### config.mk
export PLATFORM = sky130hd
export DESIGN_NAME = mprs_sequencer
export DESIGN_NICKNAME = d
export VERILOG_FILES = /design/src/logic/mprs_pkg.sv /design/src/logic/mprs_low_timer.sv /design/src/logic/mprs_sequencer.sv
export SDC_FILE = /design/constraint.sdc
export NUM_CORES = 1
export LEC_CHECK = 0
export BUFFER_PORTS_ARGS = -buffer_cell sky130_fd_sc_hd__buf_2
export CORE_ASPECT_RATIO = 2
export CORE_MARGIN = 1
export CORE_UTILIZATION = 58
export CTS_BUF_LIST = sky130_fd_sc_hd__clkbuf_8
export DETAILED_ROUTE_END_ITERATION = 8
export GPL_TIMING_DRIVEN = 0
export PLACE_DENSITY = 0.73
export REMOVE_ABC_BUFFERS = 1
export SLEW_MARGIN = 40
export SYNTH_ARGS = -nofsm -noshare
export SYNTH_HDL_FRONTEND = slang
export SYNTH_SLANG_ARGS = --single-unit
### constraint.sdc
create_clock -name mclk -period 6.35 [get_ports mclk]
set_input_delay 1.27 -clock mclk [delete_from_list [all_inputs] [get_ports mclk]]
set_output_delay 1.27 -clock mclk [all_outputs]
set_load 0.005 [all_outputs]
### src/logic/mprs_pkg.sv
package mprs_pkg;

	// ***************************************************************
	// Timing
	// ***************************************************************
	localparam int CLK_MHZ = 125;
	localparam int SUPPLY_RAMP_MS = 300;
	localparam int SUPPLY_RAMP_CYC = SUPPLY_RAMP_MS * 1000 * CLK_MHZ;
	localparam int SWITCH_ON_MIN_US = 1000;
	localparam int WAKE_MIN_US = 1000;
	localparam int RESET_MIN_US = 100;
	localparam int SWITCH_ON_MIN_CYC = SWITCH_ON_MIN_US * CLK_MHZ;
	localparam int WAKE_MIN_CYC = WAKE_MIN_US * CLK_MHZ;
	localparam int RESET_MIN_CYC = RESET_MIN_US * CLK_MHZ;
	localparam int CNT_W = 32;

	// ***************************************************************
	// Command codes
	// ***************************************************************
	localparam logic [7:0] FUNC_FAST_OFF = 8'h0a;
	localparam logic [7:0] FUNC_REBOOT = 8'h10;

	typedef enum logic [2:0] {
		MPRS_OFF,
		MPRS_ON,
		MPRS_SLEEP,
		MPRS_SAVE,
		MPRS_DETACH,
		MPRS_REBOOT
	} mprs_state_e;

	typedef struct packed {
		logic graceful_poweroff_cmd;
		logic func_valid;
		logic [7:0] func_code;
		logic fast_off_gpio;
		logic temp_supervisor_cmd;
		logic temp_danger;
		logic sleep_req;
	} mprs_cmd_s;

	typedef struct packed {
		logic save_req;
		logic detach_req;
		logic core_on;
		logic v_int_en;
		logic sleeping;
	} mprs_stat_s;

endpackage

### src/logic/mprs_low_timer.sv
`timescale 1ns/10ps
module mprs_low_timer #(
	parameter int MIN_CYC = 1
) (
	input wire logic mclk,
	input wire logic rst_n,
	input wire logic level_n,
	output logic hit
);
	logic [31:0] cnt;
	logic [31:0] next_cnt;
	logic next_hit;

	always_comb begin
		next_cnt = cnt;
		next_hit = 1'b0;
		if (level_n) begin
			next_cnt = '0;
		end else if (cnt < 32'(MIN_CYC)) begin
			next_cnt = cnt + 32'h1;
			next_hit = (cnt + 32'h1) == 32'(MIN_CYC);
		end
	end

	always_ff @(posedge mclk or negedge rst_n) begin
		if (!rst_n) begin
			cnt <= '0;
			hit <= 1'b0;
		end else begin
			cnt <= next_cnt;
			hit <= next_hit;
		end
	end
endmodule

### src/logic/mprs_sequencer.sv
`timescale 1ns/10ps
// Operation
// - Supply edge with fast ramp switches on.
// - Held-low switch-on input powers on.
// - Held-low switch-on wakes from deep sleep.
// - Graceful off saves, detaches, then off.
// - Code ten: save, no detach, off.
// - Fast-off input toggle: save, then off.
// - Ordered low pulses: abrupt emergency shutdown.
// - Enabled supervisor danger forces shutdown.
// - Code sixteen: save, detach, reboot.
// - Valid reset pulse: abrupt reboot.
// - Interface supply on in every state except off and sleep.
module mprs_sequencer #(
	parameter int SWITCH_ON_CYC = mprs_pkg::SWITCH_ON_MIN_CYC,
	parameter int WAKE_CYC = mprs_pkg::WAKE_MIN_CYC,
	parameter int RESET_CYC = mprs_pkg::RESET_MIN_CYC,
	parameter int RAMP_CYC = mprs_pkg::SUPPLY_RAMP_CYC,
	parameter bit EDGE_START = 1'b1
) (
	input wire logic mclk,
	input wire logic rst_n,
	input wire logic supply_low,
	input wire logic supply_valid,
	input wire logic switch_on_request_n,
	input wire logic reset_request_n,
	input wire mprs_pkg::mprs_cmd_s cmd,
	input wire logic save_done,
	input wire logic detach_done,
	output mprs_pkg::mprs_stat_s stat,
	output mprs_pkg::mprs_state_e state
);
	// ***************************************************************
	// Pulse timers
	// ***************************************************************
	logic on_hit;
	logic wake_hit;
	logic rst_hit;

	mprs_low_timer #(.MIN_CYC(SWITCH_ON_CYC)) u_on (
		.mclk(mclk),
		.rst_n(rst_n),
		.level_n(switch_on_request_n),
		.hit(on_hit)
	);
	mprs_low_timer #(.MIN_CYC(WAKE_CYC)) u_wake (
		.mclk(mclk),
		.rst_n(rst_n),
		.level_n(switch_on_request_n),
		.hit(wake_hit)
	);
	mprs_low_timer #(.MIN_CYC(RESET_CYC)) u_rst (
		.mclk(mclk),
		.rst_n(rst_n),
		.level_n(reset_request_n),
		.hit(rst_hit)
	);

	// ***************************************************************
	// Supply ramp and event capture
	// ***************************************************************
	logic ramp_armed;
	logic next_ramp_armed;
	logic [31:0] ramp_cnt;
	logic [31:0] next_ramp_cnt;
	logic gpio_q;
	logic on_seen;
	logic next_on_seen;
	logic edge_hit;

	// The ramp is timed from the moment the supply leaves the low band.
	always_comb begin
		next_ramp_armed = ramp_armed;
		next_ramp_cnt = ramp_cnt;
		edge_hit = 1'b0;
		if (supply_low) begin
			next_ramp_armed = 1'b1;
			next_ramp_cnt = '0;
		end else if (ramp_armed) begin
			if (supply_valid) begin
				edge_hit = EDGE_START;
				next_ramp_armed = 1'b0;
			end else if (ramp_cnt >= 32'(RAMP_CYC)) begin
				next_ramp_armed = 1'b0;
			end else begin
				next_ramp_cnt = ramp_cnt + 32'h1;
			end
		end
		// A valid switch-on width is kept while the reset pin is low, so
		// the ordered pin sequence is told apart from a plain reset.
		// Both pins high ends the sequence, so a later reset just reboots.
		next_on_seen = on_seen;
		if (on_hit) begin
			next_on_seen = 1'b1;
		end else if (switch_on_request_n && !reset_request_n) begin
			next_on_seen = on_seen;
		end else if (reset_request_n && switch_on_request_n) begin
			next_on_seen = 1'b0;
		end
	end

	always_ff @(posedge mclk or negedge rst_n) begin
		if (!rst_n) begin
			ramp_armed <= 1'b0;
			ramp_cnt <= '0;
			gpio_q <= 1'b0;
			on_seen <= 1'b0;
		end else begin
			ramp_armed <= next_ramp_armed;
			ramp_cnt <= next_ramp_cnt;
			gpio_q <= cmd.fast_off_gpio;
			on_seen <= next_on_seen;
		end
	end

	// ***************************************************************
	// Power state machine
	// ***************************************************************
	mprs_pkg::mprs_state_e next_state;
	logic detach_pend;
	logic next_detach_pend;
	logic reboot_pend;
	logic next_reboot_pend;
	mprs_pkg::mprs_stat_s next_stat;
	logic gpio_tog;

	assign gpio_tog = cmd.fast_off_gpio ^ gpio_q;

	// Reset-pin and danger paths win over software commands: a held pin must never
	// be blocked by a slow save that the host can no longer see.
	always_comb begin
		next_state = state;
		next_detach_pend = detach_pend;
		next_reboot_pend = reboot_pend;
		unique case (state)
			mprs_pkg::MPRS_OFF: begin
				if (supply_valid && (on_hit || edge_hit)) begin
					next_state = mprs_pkg::MPRS_ON;
				end
			end
			mprs_pkg::MPRS_SLEEP: begin
				if (wake_hit) begin
					next_state = mprs_pkg::MPRS_ON;
				end
			end
			default: begin
				if (rst_hit && on_seen) begin
					next_state = mprs_pkg::MPRS_OFF;
				end else if (rst_hit) begin
					next_state = mprs_pkg::MPRS_REBOOT;
				// The enable is used as it stands: a delayed copy would let
				// a danger reading slip by in the cycle after enabling.
				end else if (cmd.temp_supervisor_cmd && cmd.temp_danger) begin
					next_state = mprs_pkg::MPRS_OFF;
				end else if (state == mprs_pkg::MPRS_ON) begin
					if (cmd.graceful_poweroff_cmd) begin
						next_state = mprs_pkg::MPRS_SAVE;
						next_detach_pend = 1'b1;
						next_reboot_pend = 1'b0;
					end else if (cmd.func_valid &&
							cmd.func_code == mprs_pkg::FUNC_FAST_OFF) begin
						next_state = mprs_pkg::MPRS_SAVE;
						next_detach_pend = 1'b0;
						next_reboot_pend = 1'b0;
					end else if (gpio_tog) begin
						next_state = mprs_pkg::MPRS_SAVE;
						next_detach_pend = 1'b0;
						next_reboot_pend = 1'b0;
					end else if (cmd.func_valid &&
							cmd.func_code == mprs_pkg::FUNC_REBOOT) begin
						next_state = mprs_pkg::MPRS_SAVE;
						next_detach_pend = 1'b1;
						next_reboot_pend = 1'b1;
					end else if (cmd.sleep_req) begin
						next_state = mprs_pkg::MPRS_SLEEP;
					end
				end else if (state == mprs_pkg::MPRS_SAVE) begin
					if (save_done) begin
						next_state = detach_pend ? mprs_pkg::MPRS_DETACH :
							(reboot_pend ? mprs_pkg::MPRS_REBOOT :
							mprs_pkg::MPRS_OFF);
					end
				end else if (state == mprs_pkg::MPRS_DETACH) begin
					if (detach_done) begin
						next_state = reboot_pend ? mprs_pkg::MPRS_REBOOT :
							mprs_pkg::MPRS_OFF;
					end
				end else begin
					next_state = mprs_pkg::MPRS_ON;
				end
			end
		endcase
		if (!supply_valid) begin
			next_state = mprs_pkg::MPRS_OFF;
		end
		next_stat.save_req = next_state == mprs_pkg::MPRS_SAVE;
		next_stat.detach_req = next_state == mprs_pkg::MPRS_DETACH;
		next_stat.core_on = next_state == mprs_pkg::MPRS_ON;
		next_stat.sleeping = next_state == mprs_pkg::MPRS_SLEEP;
		next_stat.v_int_en = next_state != mprs_pkg::MPRS_OFF &&
			next_state != mprs_pkg::MPRS_SLEEP;
	end

	always_ff @(posedge mclk or negedge rst_n) begin
		if (!rst_n) begin
			state <= mprs_pkg::MPRS_OFF;
			detach_pend <= 1'b0;
			reboot_pend <= 1'b0;
			stat <= '0;
		end else begin
			state <= next_state;
			detach_pend <= next_detach_pend;
			reboot_pend <= next_reboot_pend;
			stat <= next_stat;
		end
	end
endmodule

# Word-level counts from Yosys, hierarchy flattened
# Index checks and enable logic that the tools add are counted.
# word_totals
register_bits	144
latchBits	0
ramBits	0
rom_bits	0
out_inout_bits	8
n_memories	0
# op_classes
n_addsub	4
n_mul	0
div	0
magnitude_cmp	4
n_eq_ne	17
shift	0
muxes	50
n_bitwise	5
n_reduce_logical	22
# op_table
operator	count
2-to-1 mux 32 bit	10
adder 32 x 1 -> 32 bit (second input constant)	4
== test 32 x 17 -> 1 bit (second input constant)	2
< comparator 32 x 17 -> 1 bit (second input constant)	2
2-to-1 mux 3 bit	18
== test 32 x 14 -> 1 bit (second input constant)	1
greater-or-equal comparator 32 x 26 -> 1 bit (second input constant)	1
< comparator 32 x 14 -> 1 bit (second input constant)	1
2-to-1 mux 1 bit	21
== test 3 x 2 -> 1 bit (second input constant)	4
nonzero test 2 bit	5
== test 8 x 4 -> 1 bit (second input constant)	1
== test 8 x 5 -> 1 bit (second input constant)	1
logical AND 1 bit	8
== test 3 x 1 -> 1 bit (second input constant)	2
== test 3 bit (second input constant)	2
one-hot mux 3 bit (2 select lines)	1
AND reduction 6 bit	1
!= test 2 bit (second input constant)	2
NOT 1 bit	4
nonzero test 4 bit	1
logical NOT 3 bit	1
!= test 3 x 2 -> 1 bit (second input constant)	1
AND reduction 3 bit	1
7 further kinds	7

# Depth between registers and ports, before layout
# Gate-level depths: netlist (run 1).
# logic_depth
ltp_word	14
depth_mapped	8

# Modules after synthesis
# From an unflattened synthesis (run 1), not the netlist that was laid out.
# hier_totals
hier_cells	759
hier_area_um2	7489.7
# modules_own_cells
module	n_inst	cells_each	area_per_inst_um2	seq_area_each_um2
mprs_low_timer at u_on ...	2	169	1607.8	825.8
mprs_sequencer	1	267	2523.7	1126.1
mprs_low_timer at u_rst	1	154	1750.4	825.8

# Least setup slack after synthesis (run 1)
# Ideal clock, no wire load.
# synth_timing
kind	input-to-reg
from	in supply_valid
to	reg ramp_cnt[21]
setup_ps	78
t_arrival_ps	2728
required_time_ps	6272
slack_ps	3544
stages	6
n_path_buf	0
cell_sequence	nor4b_2 nand3_1 nor4b_4 nand2_1 or3_1 a21oi_1
# synth_between
elab_chain_len	2
# synth_rtl
element	line_no	rtl
from (decl)	mprs_sequencer.sv:24	input wire logic supply_valid,
!= test 2 bit (no line)	--	
AND reduction 3 bit (no line)	--	
to (signal assigned)	mprs_sequencer.sv:110	ramp_cnt <= next_ramp_cnt;
to (decl)	mprs_sequencer.sv:64	logic [31:0] ramp_cnt;
# No other way between the ends.
# A chain may end at the register's enable or synchronous reset.

# Worst setup path in the final report (run 1)
# layout_timing
from	in supply_valid
to	reg ramp_cnt[20]
# Same word-level chain as after synthesis.

==> reports/summary.md, run 1 <==
### Power and ir drop
• maximum resistive drop on vdd: 0.153 mV
• total power: 1.81 mW
• P_leak: 3.55 nW
• power density over the cells: 230 nW/um^2

### STA
• post-route clock skew: 0.0134 ns
• final-report max-slew violation count: 0
• total setup violations reported at the end of the flow: 0
• maximum clock frequency: 325 MHz
• RSZ-0062 raised after global routing: false
• aggregate negative setup slack: 0 ns
• smallest setup slack after layout: 3.27 ns
• Tmin final: 3.08 ns
• fin crit share: 0.485
• transition time at the pin with the least slew margin: 0.708 ns
• final count of hold timing violations: 0
• Relative slew margins: 0.516
• Post-Route Hold Slack: 0.475 ns

### Cells and area
• ant diodes: 0
• Final Instance Count excl. Fillers: 909
• sequential standard cell area: 3600 sq um
• post-layout net count: 779
• filler cell count in the final layout: 1004
• total area of multi-input combinational cells: 3380 sq um
• utilization of the core after routing: 0.652
• fraction of final layout cells with drive strength greater than 1: 0.117
• post-route cell area: 7860 sq um
• synth-to-layout area growth: 10.3%

### Placement
• Post-DP Area: 7430 sq um
• pre-CTS setup slack: 2.85 ns
• port buffer count: 29
• weighted congestion reported at the end of routability-driven placement: 0.872
• post-placement cell count: 877
• Final HPWL DP: 10400 um

### Synthesis
• commonest cells in the netlist: sky130_fd_sc_hd__dfrtp_1, sky130_fd_sc_hd__nor2_1, sky130_fd_sc_hd__nand3_1, sky130_fd_sc_hd__and2_1, sky130_fd_sc_hd__xor2_1
• Synth top area share: 0.506
• number of synthesized flops with an enable pin: 0
• largest area contributor in the netlist: sky130_fd_sc_hd__dfrtp_1
• Cell Area, Synth: 7130 sq um
• average cell area after synthesis: 9.80 sq um
• Post-synth ARST share: 1.00
• Most used DFF post-synth: sky130_fd_sc_hd__dfrtp_1
• number of standard cells after synthesis: 727
• largest cells by area after synthesis: sky130_fd_sc_hd__dfrtp_1, sky130_fd_sc_hd__xor2_1, sky130_fd_sc_hd__nor2_1
• Seq/Total Area, Yosys: 0.506
• library cells used by synthesis: 64
• number of storage elements in the synthesis netlist: 144
• most common cell in the netlist: sky130_fd_sc_hd__dfrtp_1
• count of warnings emitted by yosys: 0

### Clocking
• H-Tree Level Count: 4
• Resized cells post-CTS: 0
• TritonCTS Sinks: 144
• Post-CTS Repair Setup Buffers: 0
• Max Buffers Root-to-Sink: 2
• clk slew on worst S/H paths: 0.08 ns
• CTS tree: done
• Clk Latency, worst-skew pair: 0.43 ns
• Post-CTS Hold Fix Bufs: 0
• TritonCTS buffer count: 17
• Clock Root Buffer: sky130_fd_sc_hd__clkbuf_8

### Worst setup path
• number of buffers and inverters on the critical path: 1
• startpoint-to-endpoint class of the critical path: in2reg
• worst endpoint required time: 6.70 ns
• delay of the slowest cell on the worst path: 0.53 ns
• Critical Path End Type: flip-flop
• slowest CP cell: sky130_fd_sc_hd__or3_1
• type of origin of the critical path: input pin
• WP data arrival: 3.43 ns
• top fanout value on the critical path: 13
• CP delay by family, top: simple AND/OR/NAND/NOR gates
• ordered list of cells on the worst path: buf_2 -> nor4b_2 -> and3_1 -> nand4_1 -> or3_1 -> a21oi_1

### Global routing
• vias in the first global route: 5399
• pin count of the biggest net entering global routing: 64
• initial antenna violation count: 0
• grt total ovfl: 0
• first-pass GRT wire length: 24800 um
• overall fraction of global-route tracks in use: 0.251

### Floorplanning
• overall die height: 159 um
• number of top-level pins: 30
• standard-cell row count: 57
• floorplan die area: 12800 sq um
• initial core utilization: 0.591
• floorplan die width: 80.4 um
• Std-Cell Core Area: 12100 sq um

### Detailed routing
• average wire per cell in the routed design: 16.3 um
• first-pass iteration count of the detailed router: 7
• Via Count: 5451
• DRC viols: 0
• number of nets with antenna violations after routing: 0
• Detailed Route WL: 14800 um
• number of design-rule violations left by the first detailed-router iteration: 266
• routed vias/inst: 6.00

### Run
• count of max-cap constraint violations: 0

### Status
• run status: finished clean

### Min path
• class of the worst hold path: reg2reg

[sequential cells by signal, summed over array words and instances, names as in the netlist]
register	flops
u_on.cnt	32
on_seen	1
detach_pend	1
u_rst.cnt	32
state	3
u_rst.hit	1
ramp_armed	1
reboot_pend	1
stat	5
u_wake.cnt	32
u_on.hit	1
u_wake.hit	1
ramp_cnt	32
gpio_q	1
[layout make-up]
type / count / area share
sequential: 144 / 0.458
multi-input combinational: 538 / 0.429
clock buffer: 19 / 0.0333
timing repair buffer: 32 / 0.0277
tap: 147 / 0.0234
clock inverter: 13 / 0.0205
inverter: 16 / 0.00764
[cell usage in the layout, fill, tap and decap left out, drive strengths merged, types with 5 or more instances in the layout]
cell	synthesis	layout
dfrtp	144	144
nor2	91	91
nand3	49	49
and2	47	47
xor2	40	40
nand2	39	39
buf	7	32
nand4	28	28
o21ai	27	27
a21oi	25	25
nor2b	22	22
nor4	21	21
clkbuf	22	19
inv	16	19
and3	18	18
xnor2	18	18
or3	13	13
nor3	10	10
and4	8	8
ha	8	8
nor4b	6	6
mux2	5	5
[final timing paths]
kind | end | startpoint | slack, ns | cells after the start
max in group asynchronous | ramp_cnt[27] | rst_n | 4.76 | 3
min in group asynchronous | u_rst.cnt[2] | rst_n | 0.69 | 1
setup reg to reg | ramp_cnt[20] | ramp_cnt[11] | 3.46 | 6
hold reg to reg | on_seen | u_on.hit | 0.48 | 1
setup / recovery | ramp_cnt[20] | supply_valid | 3.27 | 6
hold / removal | on_seen | u_on.hit | 0.48 | 1
[worst register-to-register path, delay by kind of cell (launching register included)]
| kind | cells | cell delay, ns |
|---|---|---|
| flip-flops | 1 | 0.42 |
| AND/OR/NAND/NOR | 3 | 1.47 |
| AO/OA/AOI/OAI | 3 | 0.92 |
[per-layer routing]
| metal | share of wire | vias to the layer above | global-route usage |
|---|---|---|---|
| met2 | 0.54 | 106 | 0.433 |
| li1 | - | 2611 | - |
| met4 | 0.031 | 0 | 0.121 |
| met5 | 0 | - | 0 |
| met1 | 0.40 | 2704 | 0.291 |
| met3 | 0.024 | 30 | 0.0483 |
[power by group]
group / internal [mW] / switching, mW / total [mW]
registers: 0.933 / 0.0154 / 0.948
logic: 0.0360 / 0.0637 / 0.0996
clock network: 0.410 / 0.351 / 0.761
[cells by family after synthesis]
family | after synthesis | share of synthesized area
adders and majority gates | 8 | 0.0140
DFF | 144 | 0.506
and+or+nand+nor | 375 | 0.291
buffers and inverters | 45 | 0.0258
AOI/OAI and AO/OA | 88 | 0.0790
xor gates and xnor gates | 58 | 0.0713
muxes | 9 | 0.0135
Note: power is estimated with default switching activity, not from simulation.
==> run 2, diff against run 1 <==
==> constraint.sdc (replaced) <==
create_clock -name mclk -period 2.9 [get_ports mclk]
set_input_delay 0.58 -clock mclk [delete_from_list [all_inputs] [get_ports mclk]]
set_output_delay 0.58 -clock mclk [all_outputs]
set_load 0.005 [all_outputs]
==> run 2 against run 1 <==
Against the previous run: critical path type is now reg2reg; via count is 0.40% lower; wire length is 0.41% higher; die area unchanged; core utilization up 0.15 points; sequential cell count unchanged; combinational power rose by 120%; setup slack lost 3.0 ns; highest routed layer unchanged; global-route usage is essentially flat.
==> reports/summary.md, run 2 (same netlist as run 1, synthesis figures left out) <==
### Min path
• class of the worst hold path: in2reg
• hold endpoint: gpio_q
• min-delay src: cmd[3]
• number of stages on the worst hold path: 1

### Power and ir drop
• part of the total power dissipated in sequential elements: 0.524
• P_leak: 3.55 nW
• combinational share of power: 0.055
• clock network fraction of design power: 0.421
• power density over the cells: 503 nW/um^2
• internal power summed over all cells: 3.02 mW
• P_sw: 943 uW
• total power: 3.96 mW
• Net Sw Frac: 0.238
• maximum resistive drop on vdd: 0.334 mV

### Clocking
• Clk Latency, worst-skew pair: 0.43 ns
• Clock Root Buffer: sky130_fd_sc_hd__clkbuf_8
• TritonCTS Sinks: 144
• TritonCTS buffer count: 17
• clk slew on worst S/H paths: 0.08 ns
• Max Buffers Root-to-Sink: 2
• CTS tree: done
• H-Tree Level Count: 4

### Floorplanning
• floorplan die area: 12800 sq um
• overall die height: 159 um
• standard-cell row count: 57
• Std-Cell Core Area: 12100 sq um
• floorplan die width: 80.4 um
• initial core utilization: 0.591
• number of top-level pins: 30

### Cells and area
• utilization of the core after routing: 0.654
• most used cells in the layout excluding fill and tap cells: sky130_fd_sc_hd__dfrtp_1, sky130_fd_sc_hd__nor2_1, sky130_fd_sc_hd__nand3_1, sky130_fd_sc_hd__and2_1, sky130_fd_sc_hd__xor2_1
• synth-to-layout area growth: 10.6%
• filler cell count in the final layout: 1001
• most common library cell in the layout ignoring fill and taps: sky130_fd_sc_hd__dfrtp_1
• fraction of final layout cells with drive strength greater than 1: 0.117
• post-layout net count: 780
• ant diodes: 0

### Global routing
• initial antenna violation count: 0
• first-pass GRT wire length: 24900 um
• grt total ovfl: 0
• vias in the first global route: 5411
• overall fraction of global-route tracks in use: 0.252
• pin count of the biggest net entering global routing: 64

### Worst setup path
• Critical Path End Type: flip-flop
• CP delay by family, top: simple AND/OR/NAND/NOR gates
• ordered list of cells on the worst path: nor4_1 -> a211oi_1 -> o21ai_4 -> nand4_1 -> or3_1 -> a21oi_1
• startpoint-to-endpoint class of the critical path: reg2reg
• worst endpoint required time: 3.25 ns
• number of buffers and inverters on the critical path: 0
• type of origin of the critical path: flip-flop
• top fanout value on the critical path: 16
• slowest CP cell: sky130_fd_sc_hd__or3_1
• WP data arrival: 3.01 ns
• r2r startpoint: ramp_cnt[11]
• reg-to-reg critical path endpoint: ramp_cnt[20]
• reg-to-reg slack, setup: 0.25 ns
• number of cells on the worst reg-to-reg path: 6
• delay of the slowest cell on the worst path: 0.52 ns

### Placement
• weighted congestion reported at the end of routability-driven placement: 0.872
• Final HPWL DP: 10400 um
• port buffer count: 29

### STA
• Relative slew margins: 0.519
• Tmin final: 2.65 ns
• final-report max-slew violation count: 0
• final count of hold timing violations: 0
• fin crit share: 0.915
• transition time at the pin with the least slew margin: 0.704 ns
• post-route clock skew: 0.0126 ns
• total setup violations reported at the end of the flow: 0
• aggregate negative setup slack: 0 ns
• RSZ-0062 raised after global routing: false
• maximum clock frequency: 377 MHz

### Detailed routing
• Detailed Route WL: 14900 um
• DRC viols: 0
• first-pass iteration count of the detailed router: 5
• routed vias/inst: 5.97
• number of nets with antenna violations after routing: 0
• number of design-rule violations left by the first detailed-router iteration: 297
• average wire per cell in the routed design: 16.3 um
• Via Count: 5429

### Run
• count of max-cap constraint violations: 0

### Status
• run status: finished clean

[run 2: cell count changes in the layout (fill, tap and decap cells not counted)]
cell                            delta
sky130_fd_sc_hd__dlygate4sd3_1     +1
sky130_fd_sc_hd__o21ai_2           -1
sky130_fd_sc_hd__o21ai_4           +1
[run 2: repair_timing]
action | CTS | global route
hold buffers | 1 | 0
endpoints found under the setup margin | 1 | 6
buffers inserted | 0 | 0
pin swaps | 1 | 0
gates resized for setup | 0 | 1
hold endpoints to repair | 34 | 0
[run 2: power groups by stage]
stage	clock network [mW]	registers [mW]	logic, mW
floorplan	0	2.11	0.0971
global placement	0	2.11	0.202
detailed placement	0	2.12	0.220
CTS	1.71	2.08	0.224
global route	1.80	2.08	0.248
finish	1.67	2.08	0.219
[run 2: final cells by class]
cell class              count  area, sq um  share of cell area
flip-flops and latches    144         3600               0.457
multi-input cells         538         3380               0.429
clock buffers              19          262              0.0332
repair buffers             33          228              0.0289
well taps                 147          184              0.0233
clock inverters            13          161              0.0205
inverters                  16         60.1             0.00762
[run 2: worst max-delay path by stage]
stage	depth (start not counted)	start	endpoint	slack, ns
floorplan	5	u_rst.cnt[11]	u_rst.cnt[15]	0.38
global placement	1	rst_n	u_wake.cnt[3]	-0.69
detailed placement	6	ramp_cnt[11]	ramp_cnt[20]	0.04
CTS	6	ramp_cnt[11]	ramp_cnt[20]	0.04
global route	6	ramp_cnt[11]	ramp_cnt[24]	0.1
finish	6	ramp_cnt[11]	ramp_cnt[20]	0.25
[run 2: metal layers]
metal,global-route usage,part of all wire,vias to the layer above
li1,-,-,2613
met2,0.434,0.54,99
met5,0,0,-
met1,0.291,0.41,2685
met4,0.121,0.032,0
met3,0.0483,0.023,32
[run 2: through the flow]
stage | hold slack (ns) | instances | setup WS (ns) | cell area [sq um]
3_5_place_dp | 0.464 | 877 | 0.0441 | 7430
5_1_grt | 0.255 | 910 | 0.0954 | 7880
4_1_cts | 0.256 | 910 | 0.0415 | 7860
2_1_floorplan | 0.284 | 698 | 0.376 | 7000
6_report | 0.279 | 910 | 0.246 | 7880
3_3_place_gp | 0.459 | 874 | -0.689 | 7330
